**src/owb_pkg.sv**
```systemverilog
// Purpose: Shared constants and types for the OSD window, blank and solid-space block.
// Assumes: 8-bit register port, one dot clock, sync inputs synchronous to that clock.
// Notes: Register offsets are word indices on the plain register port.
//
// How it works
// [RQ1] Caption nonblank cells and neighbours get solid space
// [RQ2] Control 1 bit 4 enables solid space
// [RQ3] Control 2 bit 3 routes solid space A/B
// [RQ4] Solid space on A forces background palette 8
// [RQ5] Output B follows attribute, plus routed solid space
// [RQ6] Control 1 bit 1 picks normal or bi-scan
// [RQ7] Start line is position times one/two lines
// [RQ8] Dot heights half,1,2,3 lines; bi-scan doubles
// [RQ9] Vertical on-switch ctrl1 bit5, kind ctrl2 bit6
// [RQ10] Horizontal on-switch ctrl2 bit4, kind ctrl2 bit5
// [RQ11] Control 3 bits 5..7 pick windowed modes
// [RQ12] Output B windowed in every mode
// [RQ13] Window suppresses OSD outside boundary rectangle
// [RQ14] Top/bottom are low plus 256 times high, lines
// [RQ15] Left/right are low plus 256 times high, dots
// [RQ16] Software keeps left below right, top below bottom
// [RQ17] Software avoids tiny top and zero left values
// [RQ18] Blank drives output A outside borders
// [RQ19] OSD output still shown inside blanked area
// [RQ20] No blank during retrace intervals
// [RQ21] Software avoids vertical blank with display off
// [RQ22] Blank covers before top/left and from bottom/right
package owb_pkg;

  localparam int unsigned ADDR_W = 4;
  localparam int unsigned DATA_W = 8;
  localparam int unsigned POS_W = 16;

  localparam logic [ADDR_W-1:0] OFS_CTRL1 = 4'h0;
  localparam logic [ADDR_W-1:0] OFS_CTRL2 = 4'h1;
  localparam logic [ADDR_W-1:0] OFS_CTRL3 = 4'h2;
  localparam logic [ADDR_W-1:0] OFS_TOP_LO = 4'h3;
  localparam logic [ADDR_W-1:0] OFS_TOP_HI = 4'h4;
  localparam logic [ADDR_W-1:0] OFS_BOTTOM_LO = 4'h5;
  localparam logic [ADDR_W-1:0] OFS_BOTTOM_HI = 4'h6;
  localparam logic [ADDR_W-1:0] OFS_LEFT_LO = 4'h7;
  localparam logic [ADDR_W-1:0] OFS_LEFT_HI = 4'h8;
  localparam logic [ADDR_W-1:0] OFS_RIGHT_LO = 4'h9;
  localparam logic [ADDR_W-1:0] OFS_RIGHT_HI = 4'hA;
  localparam logic [ADDR_W-1:0] OFS_LINE_LO = 4'hB;
  localparam logic [ADDR_W-1:0] OFS_LINE_HI = 4'hC;
  localparam logic [ADDR_W-1:0] OFS_VPOS = 4'hD;
  localparam logic [ADDR_W-1:0] OFS_DOT_SIZE = 4'hE;

  localparam int unsigned C1_DISP_ALL = 0;
  localparam int unsigned C1_BI_SCAN = 1;
  localparam int unsigned C1_SOLID_EN = 4;
  localparam int unsigned C1_VERT_ON = 5;
  localparam int unsigned C2_SOLID_TO_B = 3;
  localparam int unsigned C2_HORZ_ON = 4;
  localparam int unsigned C2_HORZ_BLANK = 5;
  localparam int unsigned C2_VERT_BLANK = 6;
  localparam int unsigned C3_WIN_MODE_LSB = 5;

  localparam logic [DATA_W-1:0] REG_RESET = 8'h00;
  localparam logic [7:0] BLANK_CODE = 8'h09;
  localparam logic [3:0] SOLID_BG_PAL = 4'h8;
  localparam int unsigned CELL_DOTS = 12;

  typedef enum logic [1:0]
  {
    MODE_CAPTION = 2'h0,
    MODE_CHAR_OSD = 2'h1,
    MODE_DOT_GRAPHIC = 2'h2
  } owb_mode_type;

  // One dot of the character pipeline.
  typedef struct packed
  {
    logic active;
    logic cell_first;
    logic [7:0] code;
    owb_mode_type mode;
    logic font;
    logic bgnd;
    logic luma_a_src;
    logic char_out_b_attr;
    logic [3:0] fg_pal;
    logic [3:0] bg_pal;
  } owb_pix_type;

  // One dot as it leaves for the pins.
  typedef struct packed
  {
    logic osd_en;
    logic luma_ctrl_out_a;
    logic luma_ctrl_out_b;
    logic raster_en;
    logic [3:0] pal;
  } owb_out_type;

endpackage

```
**src/owb_window_blank.sv**
```systemverilog
// Purpose: Solid space, scan scaling, window and blank for the OSD output path.
// Assumes: Pixel stream, sync and retrace inputs are synchronous to ref_clk_in.
// Notes: The pixel stream is delayed by one cell so that the right neighbour is known.
//
// Decided for this implementation: the address map and the strobed register port.
`timescale 1ns/1ps
`default_nettype none

module owb_window_blank #(
  parameter int unsigned CELL_DOTS = owb_pkg::CELL_DOTS
)
(
  input wire logic ref_clk_in,
  input wire logic arst_n_in,
  input wire logic ce_in,
  input wire logic [owb_pkg::ADDR_W-1:0] reg_addr_in,
  input wire logic [owb_pkg::DATA_W-1:0] reg_wdata_in,
  input wire logic reg_wr_in,
  input wire logic reg_rd_in,
  output logic [owb_pkg::DATA_W-1:0] reg_rdata_out,
  input wire logic hsync_in,
  input wire logic vsync_in,
  input wire logic h_retrace_in,
  input wire logic v_retrace_in,
  input wire owb_pkg::owb_pix_type pix_in,
  output owb_pkg::owb_out_type pix_out,
  output logic [owb_pkg::POS_W-1:0] v_start_line_out,
  output logic [3:0] dot_height_half_out
);

  ////////////////////////////////////////////////////////////////////////////
  // Register file.

  logic [7:0] ctrl1_reg;
  logic [7:0] ctrl2_reg;
  logic [7:0] ctrl3_reg;
  logic [7:0] top_bound_lo_reg;
  logic [7:0] top_bound_hi_reg;
  logic [7:0] bottom_bound_lo_reg;
  logic [7:0] bottom_bound_hi_reg;
  logic [7:0] left_bound_lo_reg;
  logic [7:0] left_bound_hi_reg;
  logic [7:0] right_bound_lo_reg;
  logic [7:0] right_bound_hi_reg;
  logic [7:0] vpos_reg;
  logic [1:0] dot_size_reg;
  logic [owb_pkg::POS_W-1:0] line_cnt_reg;
  logic [owb_pkg::POS_W-1:0] dot_cnt_reg;

  wire wr_en = ce_in & reg_wr_in;
  wire wr_c1 = wr_en & (reg_addr_in == owb_pkg::OFS_CTRL1);
  wire wr_c2 = wr_en & (reg_addr_in == owb_pkg::OFS_CTRL2);
  wire wr_c3 = wr_en & (reg_addr_in == owb_pkg::OFS_CTRL3);
  wire wr_tlo = wr_en & (reg_addr_in == owb_pkg::OFS_TOP_LO);
  wire wr_thi = wr_en & (reg_addr_in == owb_pkg::OFS_TOP_HI);
  wire wr_blo = wr_en & (reg_addr_in == owb_pkg::OFS_BOTTOM_LO);
  wire wr_bhi = wr_en & (reg_addr_in == owb_pkg::OFS_BOTTOM_HI);
  wire wr_llo = wr_en & (reg_addr_in == owb_pkg::OFS_LEFT_LO);
  wire wr_lhi = wr_en & (reg_addr_in == owb_pkg::OFS_LEFT_HI);
  wire wr_rlo = wr_en & (reg_addr_in == owb_pkg::OFS_RIGHT_LO);
  wire wr_rhi = wr_en & (reg_addr_in == owb_pkg::OFS_RIGHT_HI);
  wire wr_vpos = wr_en & (reg_addr_in == owb_pkg::OFS_VPOS);
  wire wr_dsz = wr_en & (reg_addr_in == owb_pkg::OFS_DOT_SIZE);

  always_ff @(posedge ref_clk_in or negedge arst_n_in)
  begin
    if (!arst_n_in)
    begin
      ctrl1_reg <= owb_pkg::REG_RESET;
      ctrl2_reg <= owb_pkg::REG_RESET;
      ctrl3_reg <= owb_pkg::REG_RESET;
      top_bound_lo_reg <= owb_pkg::REG_RESET;
      top_bound_hi_reg <= owb_pkg::REG_RESET;
      bottom_bound_lo_reg <= owb_pkg::REG_RESET;
      bottom_bound_hi_reg <= owb_pkg::REG_RESET;
      left_bound_lo_reg <= owb_pkg::REG_RESET;
      left_bound_hi_reg <= owb_pkg::REG_RESET;
      right_bound_lo_reg <= owb_pkg::REG_RESET;
      right_bound_hi_reg <= owb_pkg::REG_RESET;
      vpos_reg <= owb_pkg::REG_RESET;
      dot_size_reg <= 2'h0;
    end
    else
    begin
      if (wr_c1) ctrl1_reg <= reg_wdata_in;
      if (wr_c2) ctrl2_reg <= reg_wdata_in;
      if (wr_c3) ctrl3_reg <= reg_wdata_in;
      if (wr_tlo) top_bound_lo_reg <= reg_wdata_in;
      if (wr_thi) top_bound_hi_reg <= reg_wdata_in;
      if (wr_blo) bottom_bound_lo_reg <= reg_wdata_in;
      if (wr_bhi) bottom_bound_hi_reg <= reg_wdata_in;
      if (wr_llo) left_bound_lo_reg <= reg_wdata_in;
      if (wr_lhi) left_bound_hi_reg <= reg_wdata_in;
      if (wr_rlo) right_bound_lo_reg <= reg_wdata_in;
      if (wr_rhi) right_bound_hi_reg <= reg_wdata_in;
      if (wr_vpos) vpos_reg <= reg_wdata_in;
      if (wr_dsz) dot_size_reg <= reg_wdata_in[1:0];
    end
  end

  // Unmapped offsets read as zero; the line counter shows live raster position.
  logic [7:0] rd_mux;
  always_comb
  begin
    unique case (reg_addr_in)
      owb_pkg::OFS_CTRL1: rd_mux = ctrl1_reg;
      owb_pkg::OFS_CTRL2: rd_mux = ctrl2_reg;
      owb_pkg::OFS_CTRL3: rd_mux = ctrl3_reg;
      owb_pkg::OFS_TOP_LO: rd_mux = top_bound_lo_reg;
      owb_pkg::OFS_TOP_HI: rd_mux = top_bound_hi_reg;
      owb_pkg::OFS_BOTTOM_LO: rd_mux = bottom_bound_lo_reg;
      owb_pkg::OFS_BOTTOM_HI: rd_mux = bottom_bound_hi_reg;
      owb_pkg::OFS_LEFT_LO: rd_mux = left_bound_lo_reg;
      owb_pkg::OFS_LEFT_HI: rd_mux = left_bound_hi_reg;
      owb_pkg::OFS_RIGHT_LO: rd_mux = right_bound_lo_reg;
      owb_pkg::OFS_RIGHT_HI: rd_mux = right_bound_hi_reg;
      owb_pkg::OFS_LINE_LO: rd_mux = line_cnt_reg[7:0];
      owb_pkg::OFS_LINE_HI: rd_mux = line_cnt_reg[15:8];
      owb_pkg::OFS_VPOS: rd_mux = vpos_reg;
      owb_pkg::OFS_DOT_SIZE: rd_mux = {6'h00, dot_size_reg};
      default: rd_mux = 8'h00;
    endcase
  end

  always_ff @(posedge ref_clk_in or negedge arst_n_in)
  begin
    if (!arst_n_in)
      reg_rdata_out <= 8'h00;
    else if (ce_in)
      reg_rdata_out <= reg_rd_in ? rd_mux : 8'h00;
  end

  ////////////////////////////////////////////////////////////////////////////
  // Raster position counters, measured from sync edges.

  logic hsync_d_reg;
  logic vsync_d_reg;
  wire h_edge = hsync_in & ~hsync_d_reg;
  wire v_edge = vsync_in & ~vsync_d_reg;
  wire line_full = &line_cnt_reg;
  wire dot_full = &dot_cnt_reg;

  always_ff @(posedge ref_clk_in or negedge arst_n_in)
  begin
    if (!arst_n_in)
    begin
      hsync_d_reg <= 1'b0;
      vsync_d_reg <= 1'b0;
      line_cnt_reg <= 16'h0000;
      dot_cnt_reg <= 16'h0000;
    end
    else if (ce_in)
    begin
      hsync_d_reg <= hsync_in;
      vsync_d_reg <= vsync_in;
      if (v_edge)
        line_cnt_reg <= 16'h0000;
      else if (h_edge && !line_full)
        line_cnt_reg <= line_cnt_reg + 16'h0001;
      if (h_edge)
        dot_cnt_reg <= 16'h0000;
      else if (!dot_full)
        dot_cnt_reg <= dot_cnt_reg + 16'h0001;
    end
  end

  ////////////////////////////////////////////////////////////////////////////
  // Scan mode scaling.

  wire bi_scan = ctrl1_reg[owb_pkg::C1_BI_SCAN]; // see [RQ6]
  logic [3:0] height_norm;
  always_comb
  begin
    unique case (dot_size_reg)
      2'h0: height_norm = 4'h1;
      2'h1: height_norm = 4'h2;
      2'h2: height_norm = 4'h4;
      default: height_norm = 4'h6;
    endcase
  end

  always_ff @(posedge ref_clk_in or negedge arst_n_in)
  begin
    if (!arst_n_in)
    begin
      v_start_line_out <= 16'h0000;
      dot_height_half_out <= 4'h0;
    end
    else if (ce_in)
    begin
      v_start_line_out <= {7'h00, vpos_reg, 1'b0} >> !bi_scan; // see [RQ7]
      dot_height_half_out <= height_norm << bi_scan; // see [RQ8]
    end
  end

  ////////////////////////////////////////////////////////////////////////////
  // One-cell delay line and neighbour tracking for solid space.

  owb_pkg::owb_pix_type dly_mem [CELL_DOTS];
  owb_pkg::owb_pix_type dly_pix;

  always_ff @(posedge ref_clk_in)
  begin
    if (ce_in)
    begin
      for (int i = CELL_DOTS - 1; i > 0; i--)
        dly_mem[i] <= dly_mem[i-1];
      dly_mem[0] <= pix_in;
    end
  end
  assign dly_pix = dly_mem[CELL_DOTS-1];

  logic nb_in_reg;
  logic nb_mid_reg;
  logic nb_prev_reg;
  wire nb_new = pix_in.active & (pix_in.mode == owb_pkg::MODE_CAPTION)
    & (pix_in.code != owb_pkg::BLANK_CODE);
  wire nb_in_next = pix_in.cell_first ? nb_new : nb_in_reg;
  wire nb_mid_next = pix_in.cell_first ? nb_in_reg : nb_mid_reg;
  wire nb_prev_next = pix_in.cell_first ? nb_mid_reg : nb_prev_reg;

  always_ff @(posedge ref_clk_in or negedge arst_n_in)
  begin
    if (!arst_n_in)
    begin
      nb_in_reg <= 1'b0;
      nb_mid_reg <= 1'b0;
      nb_prev_reg <= 1'b0;
    end
    else if (ce_in)
    begin
      nb_in_reg <= nb_in_next;
      nb_mid_reg <= nb_mid_next;
      nb_prev_reg <= nb_prev_next;
    end
  end

  // The delayed dot belongs to the middle cell; its neighbours are either side.
  wire solid_en = ctrl1_reg[owb_pkg::C1_SOLID_EN]; // see [RQ2]
  wire solid_to_b = ctrl2_reg[owb_pkg::C2_SOLID_TO_B]; // see [RQ3]
  wire solid_area = solid_en & (dly_pix.mode == owb_pkg::MODE_CAPTION)
    & (nb_prev_next | nb_mid_next | nb_in_next); // see [RQ1]
  wire solid_a = solid_area & ~solid_to_b;
  wire solid_b = solid_area & solid_to_b;

  ////////////////////////////////////////////////////////////////////////////
  // Window and blank geometry.

  wire [15:0] top_val = {top_bound_hi_reg, top_bound_lo_reg}; // see [RQ14]
  wire [15:0] bottom_val = {bottom_bound_hi_reg, bottom_bound_lo_reg};
  wire [15:0] left_val = {left_bound_hi_reg, left_bound_lo_reg}; // see [RQ15]
  wire [15:0] right_val = {right_bound_hi_reg, right_bound_lo_reg};

  // Bounds are assumed ordered by software, so no swap logic is spent here. see [RQ16]
  wire v_inside = (line_cnt_reg >= top_val) & (line_cnt_reg < bottom_val); // see [RQ22]
  wire h_inside = (dot_cnt_reg >= left_val) & (dot_cnt_reg < right_val);

  wire vert_on = ctrl1_reg[owb_pkg::C1_VERT_ON]; // see [RQ9]
  wire vert_blank_sel = ctrl2_reg[owb_pkg::C2_VERT_BLANK];
  wire horz_on = ctrl2_reg[owb_pkg::C2_HORZ_ON]; // see [RQ10]
  wire horz_blank_sel = ctrl2_reg[owb_pkg::C2_HORZ_BLANK];

  wire win_out = (vert_on & ~vert_blank_sel & ~v_inside)
    | (horz_on & ~horz_blank_sel & ~h_inside); // see [RQ13]
  wire [2:0] win_modes = ctrl3_reg[owb_pkg::C3_WIN_MODE_LSB +: 3];
  wire mode_win = win_modes[dly_pix.mode]; // see [RQ11]
  wire osd_cut = win_out & mode_win;

  wire retrace = h_retrace_in | v_retrace_in;
  wire blank_area = ((vert_on & vert_blank_sel & ~v_inside)
    | (horz_on & horz_blank_sel & ~h_inside)) & ~retrace; // see [RQ18] [RQ20] [RQ22]

  ////////////////////////////////////////////////////////////////////////////
  // Output combination.

  logic luma_a_next;
  logic luma_b_next;
  logic [3:0] pal_next;
  always_comb
  begin
    luma_a_next = solid_en ? (solid_a | (solid_to_b & dly_pix.luma_a_src))
      : dly_pix.luma_a_src;
    luma_b_next = dly_pix.char_out_b_attr & ((dly_pix.active & (dly_pix.font
      | dly_pix.bgnd)) | solid_b); // see [RQ5]
    if (dly_pix.font)
      pal_next = dly_pix.fg_pal;
    else if (dly_pix.bgnd)
      pal_next = solid_a ? owb_pkg::SOLID_BG_PAL : dly_pix.bg_pal; // see [RQ4]
    else
      pal_next = 4'h0;
  end

  // Blank is an extra drive on output A; the OSD itself stays visible under it.
  always_ff @(posedge ref_clk_in or negedge arst_n_in)
  begin
    if (!arst_n_in)
      pix_out <= '0;
    else if (ce_in)
    begin
      pix_out.osd_en <= (dly_pix.active | solid_area) & ~osd_cut; // see [RQ19]
      pix_out.luma_ctrl_out_a <= (luma_a_next & ~osd_cut) | blank_area; // see [RQ18]
      pix_out.luma_ctrl_out_b <= luma_b_next & ~win_out; // see [RQ12]
      pix_out.raster_en <= ~blank_area; // see [RQ19]
      pix_out.pal <= osd_cut ? 4'h0 : pal_next;
    end
  end

endmodule

`default_nettype wire

```
**config.mk**
```make
export PLATFORM = sky130hd
export DESIGN_NAME = owb_window_blank
export DESIGN_NICKNAME = d
export VERILOG_FILES = /design/src/owb_pkg.sv /design/src/owb_window_blank.sv
export SDC_FILE = /design/constraint.sdc
export NUM_CORES = 1
export LEC_CHECK = 0
export BUFFER_PORTS_ARGS = -buffer_cell sky130_fd_sc_hd__buf_2
export CAP_MARGIN = 20
export CORE_UTILIZATION = 30
export DETAILED_ROUTE_END_ITERATION = 10
export MAX_ROUTING_LAYER = met4
export SKIP_CTS_REPAIR_TIMING = 1
export SLEW_MARGIN = 40
export SYNTH_ARGS = -nofsm -noshare
export SYNTH_HDL_FRONTEND = slang
export SYNTH_SLANG_ARGS = --single-unit
```
**constraint.sdc**
```tcl
create_clock -name ref_clk_in -period 2.2 [get_ports ref_clk_in]
set_clock_uncertainty 0.1 [all_clocks]
set_input_delay 0 -clock ref_clk_in [delete_from_list [all_inputs] [get_ports ref_clk_in]]
set_output_delay 0 -clock ref_clk_in [all_outputs]
set_load 0.01 [all_outputs]
```
## Word-level counts from Yosys, hierarchy flattened

Memories as Yosys holds them, arrays and structs flattened.
Cells that the tools add are included.

- Register bits after elaboration: 171
- Bits in writable memories: 288
- Memories: 1

Memories:

| name | depth | width | read ports | clocked after memory_dff | write ports | line | source |
|---|---|---|---|---|---|---|---|
| dly_mem | 12 | 24 | 12 | 0 | 12 | owb_window_blank.sv:199 | `owb_pkg::owb_pix_type dly_mem [CELL_DOTS];` |

- Add/subtract/negate cells: 2
- Order comparisons: 5
- Equal/unequal tests: 18
- Shift-type cells: 2
- Mux-type cells: 19
- Bitwise operators: 61
- Reductions and logical operators: 12

Operator list:

| kind | number |
|---|---|
| case mux 8 bit (15 select lines) | 1 |
| 2-to-1 mux 16 bit | 4 |
| AND 1 bit | 40 |
| adder 16 x 1 -> 16 bit, second input constant | 2 |
| greater-or-equal comparator 16 bit | 2 |
| < comparator 16 bit | 2 |
| AND reduction 16 bit | 2 |
| == test 4 bit, second input constant | 7 |
| == test 4 x 3 -> 1 bit, second input constant | 4 |
| 2-to-1 mux 4 bit | 4 |
| >> shifter 9 x 1 -> 16 bit | 1 |
| NOT 1 bit | 11 |
| OR 1 bit | 10 |
| case mux 3 bit (3 select lines) | 1 |
| == test 4 x 2 -> 1 bit, second input constant | 2 |
| 2-to-1 mux 8 bit | 1 |
| inequality test 8 x 4 -> 1 bit, second input constant | 1 |
| 2-to-1 mux 1 bit | 7 |
| logical NOT 2 bit | 3 |
| == test 4 x 1 -> 1 bit, second input constant | 1 |
| logical NOT 4 bit | 1 |
| AND reduction 2 bit | 2 |
| left shift 4 x 1 -> 4 bit | 1 |
| < comparator 2 x 3 -> 1 bit, second input constant | 1 |
| other kinds (7) | 8 |

## Longest topological paths before layout

- Depth in word-level cells: 11
- Gate-level depth with buffers: 9

## Worst setup path before layout

OpenSTA, ideal clock, no wires.

- Path type: register to register
- From: reg dot_cnt_reg[13] (netlist bit)
- To: reg pix_out[6] (netlist bit)
- Arrival: 2.088 ns
- Path slack: -0.131 ns
- Stages on the path, launching flop included: 9
- Path buffers: 0
- Clock period less this slack: 2.331 ns
- Path through: dfrtp_1 > ha_1 > nand4_1 > nor3_1 > or4b_1 > a31o_1 > o211ai_1 > a21o_1 > o221ai_1

- Cells in the longest elaborated chain, start to end: 9

Ends and longest elaborated chain:

| element | line | source |
|---|---|---|
| start, declared | owb_window_blank.sv:48 | `logic [owb_pkg::POS_W-1:0] dot_cnt_reg;` |
| start signal, assigned | owb_window_blank.sv:163 | `dot_cnt_reg <= dot_cnt_reg + 16'h0001;` |
| greater-or-equal comparator 16 bit / < comparator 16 bit (equally long branches) | owb_window_blank.sv:256 | `wire h_inside = (dot_cnt_reg >= left_val) & (dot_cnt_reg < right_val);` |
| AND 1 bit * | owb_window_blank.sv:256 |  |
| NOT 1 bit * | owb_window_blank.sv:264, owb_window_blank.sv:271 |  |
| AND 1 bit | owb_window_blank.sv:264 | `\| (horz_on & ~horz_blank_sel & ~h_inside);` |
| OR 1 bit | owb_window_blank.sv:264 |  |
| AND 1 bit | owb_window_blank.sv:267 | `wire osd_cut = win_out & mode_win;` |
| NOT 1 bit | owb_window_blank.sv:301 | `pix_out.luma_ctrl_out_a <= (luma_a_next & ~osd_cut) \| blank_area;` |
| AND 1 bit | owb_window_blank.sv:301 |  |
| OR 1 bit * | owb_window_blank.sv:301 |  |
| end, declared | owb_window_blank.sv:26 | `output owb_pkg::owb_out_type pix_out,` |

Every way passes the cells marked *; elsewhere a longest branch is shown, timed or not.
A chain may end at the register's enable or synchronous reset.

## Final worst setup path

- From: reg line_cnt_reg[14] (netlist bit)
- To: reg pix_out[6] (netlist bit)

- Cells in the longest elaborated chain, start to end: 9

Ends and longest elaborated chain:

| element | line | source |
|---|---|---|
| start, declared | owb_window_blank.sv:47 | `logic [owb_pkg::POS_W-1:0] line_cnt_reg;` |
| start signal, assigned | owb_window_blank.sv:159 | `line_cnt_reg <= line_cnt_reg + 16'h0001;` |
| greater-or-equal comparator 16 bit / < comparator 16 bit (equally long branches) | owb_window_blank.sv:255 | `wire v_inside = (line_cnt_reg >= top_val) & (line_cnt_reg < bottom_val);` |
| AND 1 bit * | owb_window_blank.sv:255 |  |
| NOT 1 bit * | owb_window_blank.sv:263, owb_window_blank.sv:270 |  |
| AND 1 bit | owb_window_blank.sv:263 | `wire win_out = (vert_on & ~vert_blank_sel & ~v_inside)` |
| OR 1 bit | owb_window_blank.sv:264 |  |
| AND 1 bit | owb_window_blank.sv:267 |  |
| NOT 1 bit | owb_window_blank.sv:301 |  |
| AND 1 bit | owb_window_blank.sv:301 |  |
| OR 1 bit * | owb_window_blank.sv:301 |  |

Marked as above.

==> results.txt <==
----------------------------------------------------
[Clocking]
  Worst-skew pair later-pin latency ... 570 ps
  Number of sinks driven by the clock tree ... 344
  Root buffer cell ... clkbuf_16
  Clock buffers created by TritonCTS ... 38
  Reg clk slew, reported paths ... 60 ps
  Max Root-Sink Buffers ... 3
  H-tree lvl count ... 2
  TritonCTS clock tree ... built

[Detailed routing]
  Overall via count from detail_route ... 10,059
  Detailed-router iteration count before antenna repair ... 5
  Post-route DRC ... 0
  Post-DR wirelength/cell ... 18.49 µm
  Number of vias per cell ... 4.734
  Number of antenna-violating nets in the routed design ... 0
  Wire length reported by the detailed router ... 39,300 µm
  Detailed Route Iter0 Violations ... 804

[Yosys]
  Count of synthesis-stage warnings from yosys ... 0
  Number of synthesized register bits ... 344
  Asr flop ratio synth ... 47.67%
  Seq/Total Area, Yosys ... 64.31%
  Instance count of the mapped netlist ... 1,164
  Post-Synthesis Cell Area ... 14,790 µm²
  Post-synth EDFFs ... 180
  Top_reg_cell synth ... edfxtp_1
  Number of distinct standard cells referenced by the synthesized netlist ... 74
  Mean instance size in the synthesized netlist ... 12.70 µm²

[Floorplanning]
  Initial Utilization ... 30.71%
  Width of the chip ... 224 µm
  Num ports ... 81
  Total number of placement rows ... 80
  Standard cell core area ... 48,150 µm²
  Y dimension of the die ... 224 µm
  Die area ... 50,180 µm²

[Placed design]
  Post-Place Cell Area ... 17,120 µm²
  Final RePlAce weighted congestion ... 0.9767
  Post-detail-place hpwl ... 28,000 µm
  PortBufs ... 73
  Cell total after placement ... 2,013

[Layout]
  Number of flip-flops under the largest register name ... 180
  Non-Filler Instances ... 2,125
  Utilization of the core after routing ... 39.35%
  Antenna Cells ... 0
  Share of cells above drive strength 1 ... 26.96%
  Number of nets in the layout ... 1,550
  Final instance area ... 18,950 µm²
  Layout-stage area growth over the synthesis result ... 28.15%

[GRT]
  Final global-route overflow total ... 0
  Number of antenna violations at the first check in global routing ... 1
  Pin count of the biggest net entering global routing ... 131
  Total global routing track utilization ... 16.09%
  Global-route wire length before repair ... 58,490 µm
  Number of global-route vias before repair ... 9,907

[Timing]
  Final clock period utilization by the worst path ... 118.0%
  Slew of the pin with the lowest slew margin ... 789.5 ps
  Final worst slack ... -396.1 ps
  Worst-case hold slack ... 42.73 ps
  Timing-limited maximum frequency ... 385.2 MHz
  Final period demand of the worst path ... 2596 ps
  Number of failing hold endpoints at the final stage ... 0
  Headroom to the max-slew limit ... 46.01%
  Final-report max-slew violation count ... 0
  RSZ-0062 raised after global routing ... yes
  Number of setup violations in the final report ... 11

[Worst setup path]
  Cell chain of the critical path ... ha_4 > nand4_1 > a211o_1 > o32ai_2 > a211o_1 > nand3b_1 > a21oi_4 > o221ai_2
  Maximum net fanout on the critical path ... 6
  Kind of start point of the critical path ... register
  Crit-path slowest cell ... dfrtp_1
  Cell family with most CP delay ... compound AO/OA/AOI/OAI gates
  CP dominant cell by count ... a211o_1
  Setup CP Type ... reg2reg
  Number of buffers and inverters on the critical path ... 0
  Sort of element at the end of the critical path ... register
  Worst stage delay on the critical path ... 430 ps
  Required time at the endpoint of the critical path ... 2510 ps
  Worst reg2reg path startpoint ... line_cnt_reg[14]
  Startpoint of the most critical setup path ... line_cnt_reg[14]
  Data arrival time of the worst path ... 2900 ps

[Min path]
  Path category of the worst min-delay check ... in2reg
  Hold Startpoint ... reg_addr_in[2]

[Pwr]
  Peak VDD IR ... 640.0 µV
  Pwr dens ... 881.5 nW/µm²
  Leakage power ... 0.007973 µW
  Post-layout total power ... 16,700 µW

[Outcome]
  Run status ... finished, violations left
  Failing checks ... negative setup slack

[Job]
  Maxcap violations ... 0

----------------------------------------------------
==> power breakdown <==
part           internal [µW]  switching, µW
clock                   3410           2670
sequential              7540            436
combinational           1210           1440
==> final timing paths <==
kind	to	slack, ps	cells past startpoint
worst min-delay path	reg_rdata_out[6]	40	5
worst max register to register	pix_out[6]	-400	8
worst max-delay path	pix_out[6]	-400	8
min in group asynchronous	ctrl2_reg[4]	460	4
max in group asynchronous	line_cnt_reg[7]	1170	4
worst min register to register	dly_mem[0][74]	320	0
==> synthesized netlist by cell type, types with 13 or more instances <==
master / instances / area [µm²]
edfxtp_1: 180 / 5405
dfrtp_1: 164 / 4104
nand2_1: 111 / 416.7
o21ai_0: 89 / 445.4
inv_1: 76 / 285.3
nor2_1: 66 / 247.7
ha_1: 64 / 800.8
mux2_2: 50 / 563.0
a21oi_1: 49 / 245.2
clkbuf_1: 32 / 120.1
mux2i_1: 24 / 240.2
nand3_1: 20 / 100.1
xor2_1: 18 / 157.7
nand4_1: 15 / 93.84
a22oi_1: 13 / 97.59
nor3_1: 13 / 65.06
==> worst register-to-register path: stages (launching register included) <==
cell and delay [ps]:
dfrtp_1 430, ha_4 290, nand4_1 220, a211o_1 350, o32ai_2 200, a211o_1 260
nand3b_1 190, a21oi_4 280, o221ai_2 130
==> per-layer routing <==
metal  vias to the layer above  routed length [µm]  global-route usage, %
met2                       290               18440                  25.06
met4                         0                1071                  5.988
met3                        63                2106                  2.741
met1                      4915               17680                  21.01
li1                       4791                   -                      -
met5                         -                   0                      -
==> layout make-up <==
type / instances / area [µm²]
sequential: 344 / 9512
tap: 656 / 820.8
multi-input combinational: 697 / 4938
fill: 4522 / 29200
inverter: 77 / 289.0
timing repair buffer: 283 / 2178
clock inverter: 23 / 221.5
clock buffer: 45 / 987.2
==> cell families (layout without fill, tap and decap cells) <==
group           count (synthesis)  after routing  synth area share, %
mux                            76             76                5.737
buf+inv                       129            428                3.512
flops                         344            344                64.31
compound gates                243            243                10.44
other cells                     1              7              0.02536
xor+xnor                       23             23                1.362
simple gates                  284            284                9.190
fa+ha+maj                      64             64                5.416
==> through the flow <==
step                      TNS, ps  setup slack, ps
after floorplan                 0           0.2940
after global placement      -2185           -321.5
after detailed placement    -2661           -349.7
after CTS                   -3031           -413.8
after global routing        -3686           -465.2
final                       -2952           -396.1
==> cells in the final DEF (no fill, tap or decap), types with 13 or more instances in the layout <==
cell type / instances
xor2_1: 18
nand3_1: 19
nand2_1: 110
nor2_1: 64
ha_1: 60
clkbuf_16: 38
a22oi_1: 13
buf_2: 71
inv_1: 76
buf_4: 160
mux2i_1: 24
mux2_2: 50
o21ai_0: 89
dfrtp_1: 162
edfxtp_1: 180
nand4_1: 15
dlygate4sd3_1: 35
a21oi_1: 45
Note: power is estimated with default switching activity, not from simulation.
